--- config.mk ---
export PLATFORM = sky130hd
export DESIGN_NAME = cpu_system_bus_cycle
export DESIGN_NICKNAME = d
export VERILOG_FILES = /design/src/logic/cpu_bus_pkg.sv /design/src/logic/cpu_system_bus_cycle.sv
export SDC_FILE = /design/constraint.sdc
export NUM_CORES = 1
export LEC_CHECK = 0
export ABC_AREA = 1
export BUFFER_PORTS_ARGS = -buffer_cell sky130_fd_sc_hd__buf_4
export CAP_MARGIN = 15
export CORE_MARGIN = 5
export CORE_UTILIZATION = 50
export DETAILED_ROUTE_END_ITERATION = 8
export HOLD_SLACK_MARGIN = 0.12
export PLACE_DENSITY = 0.84
export SETUP_SLACK_MARGIN = 0.05
export SLEW_MARGIN = 30
export SYNTH_ARGS = -nofsm -noshare
export SYNTH_HDL_FRONTEND = slang
export SYNTH_SLANG_ARGS = --single-unit
--- constraint.sdc ---
create_clock -name clock -period 2.1 [get_ports clock]
set_clock_uncertainty 0.2 [all_clocks]
set_input_delay 0.42 -clock clock [delete_from_list [all_inputs] [get_ports clock]]
set_output_delay 0.42 -clock clock [all_outputs]
set_load 0.01 [all_outputs]
--- src/logic/cpu_bus_pkg.sv ---
`default_nettype none
package cpu_bus_pkg;
    // ------------------------------------------------------------
    // Widths
    // ------------------------------------------------------------
    localparam int ADDR_W     = 16;
    localparam int LOW_ADDR_W = 12;
    localparam int HI_ADDR_W  = 4;
    localparam int STAT_W     = 4;
    localparam int DATA_W     = 8;
    localparam int CNT_W      = 3;
    // ------------------------------------------------------------
    // Timing
    // ------------------------------------------------------------
    localparam int CLK_NS       = 10;
    localparam int CLK_PER_TICK = 2;
    localparam int TC_NS        = CLK_NS * CLK_PER_TICK;
    localparam int RD_W_NS      = TC_NS + 50;
    localparam int WR_W_NS      = TC_NS;
    localparam int ADDR_TICKS   = 1;
    localparam int RD_TICKS     = (RD_W_NS + TC_NS - 1) / TC_NS;
    localparam int WR_TICKS     = (WR_W_NS + TC_NS - 1) / TC_NS;
    // ------------------------------------------------------------
    // Types
    // ------------------------------------------------------------
    typedef enum logic [1:0] {
        ST_IDLE = 2'h0,
        ST_ADDR = 2'h1,
        ST_XFER = 2'h3,
        ST_DONE = 2'h2
    } bus_state_t;

    typedef struct packed {
        logic [ADDR_W-1:0] addr;
        logic [STAT_W-1:0] status;
        logic [DATA_W-1:0] wdata;
        logic              write;
    } bus_req_t;
endpackage
`default_nettype wire

--- src/logic/cpu_system_bus_cycle.sv ---
`default_nettype none
module cpu_system_bus_cycle #(
    parameter int ADDR_TICKS = cpu_bus_pkg::ADDR_TICKS,
    parameter int RD_TICKS   = cpu_bus_pkg::RD_TICKS,
    parameter int WR_TICKS   = cpu_bus_pkg::WR_TICKS
) (
    // Clock and reset
    input  wire logic                               clock,
    input  wire logic                               rstn,
    // Bus cycle request
    input  wire logic                               req_valid,
    output logic                                    req_ready,
    input  wire cpu_bus_pkg::bus_req_t              req,
    // Bus cycle answer
    output logic                                    rsp_valid,
    output logic [cpu_bus_pkg::DATA_W-1:0]          rsp_rdata,
    // Serial control
    input  wire logic                               shift_cmd,
    input  wire logic                               load_cmd,
    input  wire logic [cpu_bus_pkg::DATA_W-1:0]     load_data,
    output logic [cpu_bus_pkg::DATA_W-1:0]          e_value,
    // Address bus pins
    output logic [cpu_bus_pkg::LOW_ADDR_W-1:0]      low_address_lines,
    output logic                                    low_address_oe,
    // Data bus pins
    output logic [cpu_bus_pkg::DATA_W-1:0]          data_out,
    output logic                                    data_oe,
    input  wire logic [cpu_bus_pkg::DATA_W-1:0]     data_in,
    // Strobe pins
    output logic                                    address_strobe_n,
    output logic                                    read_strobe_n,
    output logic                                    read_strobe_oe,
    output logic                                    write_strobe_n,
    output logic                                    write_strobe_oe,
    input  wire logic                               cycle_extend_n,
    // Serial pins
    input  wire logic                               serial_in_line,
    output logic                                    serial_out_line
);
    // ------------------------------------------------------------
    // Parameter checks
    // ------------------------------------------------------------
    if (ADDR_TICKS < 1 || RD_TICKS < 1 || WR_TICKS < 1) begin : g_bad_min
        $error("Phase lengths must be at least one tick");
    end
    if (ADDR_TICKS > 2**cpu_bus_pkg::CNT_W || RD_TICKS > 2**cpu_bus_pkg::CNT_W
        || WR_TICKS > 2**cpu_bus_pkg::CNT_W) begin : g_bad_max
        $error("Phase length exceeds tick counter");
    end

    localparam int DIV_W = $clog2(cpu_bus_pkg::CLK_PER_TICK);
    localparam logic [DIV_W-1:0] DIV_LAST = DIV_W'(cpu_bus_pkg::CLK_PER_TICK - 1);
    localparam logic [cpu_bus_pkg::CNT_W-1:0] CNT_ADDR = cpu_bus_pkg::CNT_W'(ADDR_TICKS - 1);
    localparam logic [cpu_bus_pkg::CNT_W-1:0] CNT_RD   = cpu_bus_pkg::CNT_W'(RD_TICKS - 1);
    localparam logic [cpu_bus_pkg::CNT_W-1:0] CNT_WR   = cpu_bus_pkg::CNT_W'(WR_TICKS - 1);

    // ------------------------------------------------------------
    // Pin synchronisers
    // ------------------------------------------------------------
    logic                              ext_s1_q;
    logic                              ext_s2_q;
    logic                              sin_s1_q;
    logic                              sin_s2_q;
    logic [cpu_bus_pkg::DATA_W-1:0]    din_s1_q;
    logic [cpu_bus_pkg::DATA_W-1:0]    din_s2_q;

    always_ff @(posedge clock or negedge rstn)
    begin
        if (!rstn)
        begin
            ext_s1_q <= 1'b1;
            ext_s2_q <= 1'b1;
            sin_s1_q <= 1'b0;
            sin_s2_q <= 1'b0;
            din_s1_q <= '0;
            din_s2_q <= '0;
        end
        else
        begin
            ext_s1_q <= cycle_extend_n;
            ext_s2_q <= ext_s1_q;
            sin_s1_q <= serial_in_line;
            sin_s2_q <= sin_s1_q;
            din_s1_q <= data_in;
            din_s2_q <= din_s1_q;
        end
    end

    // ------------------------------------------------------------
    // Bus cycle sequencer
    // ------------------------------------------------------------
    cpu_bus_pkg::bus_state_t             state_q, state_d;
    logic [DIV_W-1:0]                    div_q, div_d;
    logic [cpu_bus_pkg::CNT_W-1:0]       cnt_q, cnt_d;
    cpu_bus_pkg::bus_req_t               cur_q, cur_d;
    logic                                rsp_valid_q, rsp_valid_d;
    logic [cpu_bus_pkg::DATA_W-1:0]      rdata_q, rdata_d;
    logic                                tick;
    logic                                accept;

    assign req_ready = (state_q == cpu_bus_pkg::ST_IDLE);
    assign accept    = req_valid && req_ready;
    assign tick      = (div_q == DIV_LAST);

    always_comb
    begin
        state_d     = state_q;
        cnt_d       = cnt_q;
        cur_d       = cur_q;
        rdata_d     = rdata_q;
        rsp_valid_d = 1'b0;
        // Divide by two, phase aligned to each cycle start
        div_d       = accept ? '0 : div_q + DIV_W'(1);
        unique case (state_q)
            cpu_bus_pkg::ST_IDLE:
            begin
                if (accept)
                begin
                    cur_d   = req;
                    cnt_d   = CNT_ADDR;
                    state_d = cpu_bus_pkg::ST_ADDR;
                end
            end
            cpu_bus_pkg::ST_ADDR:
            begin
                if (tick)
                begin
                    if (cnt_q == '0)
                    begin
                        cnt_d   = cur_q.write ? CNT_WR : CNT_RD;
                        state_d = cpu_bus_pkg::ST_XFER;
                    end
                    else
                    begin
                        cnt_d = cnt_q - cpu_bus_pkg::CNT_W'(1);
                    end
                end
            end
            cpu_bus_pkg::ST_XFER:
            begin
                if (tick && cnt_q != '0)
                begin
                    cnt_d = cnt_q - cpu_bus_pkg::CNT_W'(1);
                end
                // Extend input held low keeps the strobe asserted
                else if (tick && ext_s2_q)
                begin
                    state_d     = cpu_bus_pkg::ST_DONE;
                    rsp_valid_d = 1'b1;
                    if (!cur_q.write)
                    begin
                        rdata_d = din_s2_q;
                    end
                end
            end
            cpu_bus_pkg::ST_DONE:
            begin
                if (tick)
                begin
                    state_d = cpu_bus_pkg::ST_IDLE;
                end
            end
        endcase
    end

    always_ff @(posedge clock or negedge rstn)
    begin
        if (!rstn)
        begin
            state_q     <= cpu_bus_pkg::ST_IDLE;
            div_q       <= '0;
            cnt_q       <= '0;
            cur_q       <= '0;
            rsp_valid_q <= 1'b0;
            rdata_q     <= '0;
        end
        else
        begin
            state_q     <= state_d;
            div_q       <= div_d;
            cnt_q       <= cnt_d;
            cur_q       <= cur_d;
            rsp_valid_q <= rsp_valid_d;
            rdata_q     <= rdata_d;
        end
    end

    assign rsp_valid = rsp_valid_q;
    assign rsp_rdata = rdata_q;

    // ------------------------------------------------------------
    // Pin drive
    // ------------------------------------------------------------
    logic in_addr;
    logic in_xfer;
    logic in_cycle;

    assign in_addr  = (state_q == cpu_bus_pkg::ST_ADDR);
    assign in_xfer  = (state_q == cpu_bus_pkg::ST_XFER);
    assign in_cycle = (state_q != cpu_bus_pkg::ST_IDLE);

    assign low_address_lines = cur_q.addr[cpu_bus_pkg::LOW_ADDR_W-1:0];
    assign low_address_oe    = in_addr || in_xfer;
    assign data_out = in_addr ?
        {cur_q.status, cur_q.addr[cpu_bus_pkg::ADDR_W-1:cpu_bus_pkg::LOW_ADDR_W]}
        : cur_q.wdata;
    // Read phase leaves the data bus to the responder
    assign data_oe          = in_addr || (cur_q.write && in_cycle);
    assign address_strobe_n = !in_addr;
    assign read_strobe_n    = !(in_xfer && !cur_q.write);
    assign read_strobe_oe   = in_cycle && !cur_q.write;
    assign write_strobe_n   = !(in_xfer && cur_q.write);
    assign write_strobe_oe  = in_cycle && cur_q.write;

    // ------------------------------------------------------------
    // Serial shift register
    // ------------------------------------------------------------
    logic [cpu_bus_pkg::DATA_W-1:0] e_q, e_d;
    logic                           serial_out_line_q, serial_out_line_d;

    always_comb
    begin
        e_d    = e_q;
        serial_out_line_d = serial_out_line_q;
        if (shift_cmd)
        begin
            serial_out_line_d = e_q[0];
            e_d    = {sin_s2_q, e_q[cpu_bus_pkg::DATA_W-1:1]};
        end
        else if (load_cmd)
        begin
            e_d = load_data;
        end
    end

    always_ff @(posedge clock or negedge rstn)
    begin
        if (!rstn)
        begin
            e_q    <= '0;
            serial_out_line_q <= 1'b0;
        end
        else
        begin
            e_q    <= e_d;
            serial_out_line_q <= serial_out_line_d;
        end
    end

    assign e_value         = e_q;
    assign serial_out_line = serial_out_line_q;
endmodule
`default_nettype wire
==> impl_metrics.yaml <==
timing:
  relSlewSlack_pct: 75.3
  post-route-min-period_ps: 2040
  whs_ps: 133
  max_freq_mhz: 491
  fin_crit_sh_pct: 97.1
  setup_viol: 0
  worstMarginPinSlew_ps: 369
  fin_ws_ps: 61.4
  hold_violations: 0
  rsz0062_at_grt: "true"
  drv_slew: 0
clock_tree:
  tritoncts: "done"
  clk_latency_ps: 340
  clock-sinks: 73
  clk_transition_reported_paths_ps: 80
  cts-root-buf: "clkbuf_8"
  cts_buffers: 9
  h-tree-depth: 3
  cts_buffer_depth: 2
worst_setup_path:
  critPathMaxFanout: 5
  required_ps: 1480
  reg2reg_depth: 7
  rrSetupSlack_ps: 370
  criticalPathCategory: "flip-flop to output port"
  cp_data_arrival_time_ps: 1420
  r2r_end: "cur_q[27]"
  worstReg2RegStart: "state_q[0]"
  crit_path_end_kind: "output port"
  start_kind: "flip-flop"
min_path:
  hp-start: "load_data[1]"
  hold_path_class: "input pin to flip-flop"
  whs_endpoint: "e_value[1]"
  hold_depth: 3
placement:
  hpwl_um: 4870
  gp_congestion: 0.850
  pre_cts_ws_ps: 228
  placed_area_sq_um: 3720
  place.port_buffers: 97
yosys:
  synthDistinctLibCells: 26
  synthCells: 324
  avgSynthCellArea_sq_um: 9.23
  synthesis.area_sq_um: 2990
  synth_seq_area_share_pct: 61.2
  synth_warnings: 0
  synth_seq_cells: 73
  syn-num-nets: 378
die:
  std_cell_rows: 28
  die_y_um: 87.3
  die-area_sq_um: 7630
  ios: 98
  die_w_um: 87.3
  start_util_pct: 51.1
  core_sq_um: 5850
power_and_ir_drop:
  intPower_mw: 3.58
  switchingPower_mw: 2.14
  seq_power_share_pct: 38.1
  p_clk_share_pct: 20.0
  combPwrFrac_pct: 41.9
  leakagePower_nw: 2.38
  vdd_ir_drop_max_v: 0.000875
  switching_share_pct: 37.4
  power_density_nw_per_um2: 1280
route:
  drtAntennaViolNets: 0
  drt_iter0_markers: 99
  wirelength_um: 8100
  first_pass_iters: 4
  wl_per_cell_um: 14.9
  via_per_inst: 4.90
  drc: 0
  dr_total_vias: 2668
finish:
  insertedDiodeCount: 0
  design_area_sq_um: 4480
  area_delta_synth_final_pct: 49.7
  drive_above_1_share_pct: 31.9
  nNetsFinal: 519
  fin_util_pct: 76.5
global_route:
  overflow: 0
  gr-usage-all-layers_pct: 22.4
  grt_pass1_wl_um: 13000
  grt_max_degree: 30
  grt_pass1_vias: 2817
  antenna_found_initial: 0
status:
  outcome: "finished, final reports clean"
job:
  drv_cap: 0
per-stage QoR:
| step | total power, mW | instances | setup TNS (ps) |
|---|---|---|---|
| global route | 6.11 | 545 | -31.9 |
| detailed placement | 4.24 | 478 | 0 |
| CTS | 5.52 | 540 | 0 |
| floorplan | 3.42 | 324 | 0 |
| finish | 5.72 | 545 | 0 |
| global placement | 4.15 | 478 | 0 |
power groups by stage:
stage               clock, mW  combinational [mW]  sequential (mW)
global placement            0                1.99             2.16
detailed placement          0                2.06             2.17
global route             1.23                2.65             2.23
floorplan                   0                1.27             2.15
finish                   1.14                2.39             2.18
CTS                      1.16                2.20             2.16
metal layers:
layer / wire length [um] / global-route usage [%]
met1: 2970 / 24.9
met2: 4390 / 39.8
met3: 471 / 4.45
met4: 265 / 12.1
met5: 0 / 0
sequential cells by signal (all words and copies together), names as in the netlist, 2 cells and up:
| name | cells |
|---|---|
| low_address_lines | 12 |
| din_s1_q | 8 |
| e_value | 8 |
| cnt_q | 3 |
| cur_q | 17 |
| din_s2_q | 8 |
| rsp_rdata | 8 |
| state_q | 2 |
worst max path at each step:
stage / endpoint / slack, ps / start / depth (start not counted)
after floorplan: read_strobe_n / 550 / state_q[1] / 3
after global placement: data_out[1] / 320 / state_q[0] / 6
after detailed placement: data_out[3] / 230 / state_q[0] / 6
after CTS: data_out[3] / 50 / state_q[0] / 6
after global routing: data_out[5] / -20 / state_q[0] / 6
final: data_out[5] / 60 / state_q[0] / 6
Yosys cell counts:
| master | number | area [sq um] |
|---|---|---|
| nor2_4 | 2 | 22.5 |
| nand2_1 | 153 | 574 |
| o211ai_1 | 2 | 15.0 |
| ha_1 | 2 | 25.0 |
| nor2_1 | 8 | 30.0 |
| buf_2 | 4 | 20.0 |
| nand2_4 | 1 | 11.3 |
| inv_1 | 11 | 41.3 |
| a21oi_1 | 1 | 5.00 |
| o21ai_0 | 5 | 25.0 |
| o221ai_1 | 1 | 8.76 |
| inv_4 | 1 | 6.26 |
| o22ai_1 | 2 | 12.5 |
| clkbuf_1 | 2 | 7.51 |
| xnor2_1 | 1 | 8.76 |
| nand3_1 | 27 | 135 |
| nand4_1 | 2 | 12.5 |
| dfstp_2 | 2 | 52.6 |
| nor3_1 | 1 | 5.00 |
| dfrtp_1 | 71 | 1780 |
| nand2_2 | 3 | 18.8 |
| o21ai_1 | 1 | 5.00 |
| nand3b_1 | 1 | 7.51 |
| buf_4 | 15 | 113 |
| inv_2 | 3 | 11.3 |
| nor2_8 | 2 | 40.0 |
cells in the final DEF (no fill, tap or decap), drive strengths merged, types with 6 or more instances in the layout:
cell and count:
inv 18, dfrtp 71, nand2 157, clkbuf 10, nand3 27, dlygate4sd3 42
nor2 12, o21ai 6, buf 109
area by class of cell:
class | count | area [sq um]
Inverter | 15 | 63.8
Timing Repair Buffer | 151 | 1280
Fill cell | 400 | 1370
Tap cell | 75 | 93.8
Clock inverter | 6 | 72.6
Sequential cell | 73 | 1830
Multi-Input combinational cell | 215 | 995
Clock buffer | 10 | 138
critical path: stages (launching register included):
cell     delay, ps
dfrtp_2        440
inv_4           60
nor2_4         180
buf_4          150
nand2_1         50
nand2_1         70
buf_4          120
cells by family after synthesis:
family | after synthesis | share of synthesized area [%]
compound gates | 12 | 2.38
buf+inv | 36 | 6.65
fa+ha+maj | 2 | 0.837
flops | 73 | 61.2
xor+xnor | 1 | 0.293
simple gates | 200 | 28.7
what timing repair did:
action                                  in CTS  in global routing
pin swaps                                    1                  4
hold buffers                                42                  0
endpoints found under the setup margin      10                  9
hold endpoints to repair                    76                  0
gates resized for setup                      2                 18
buffers inserted                             4                  5
Power figures use the tool's default switching activity.
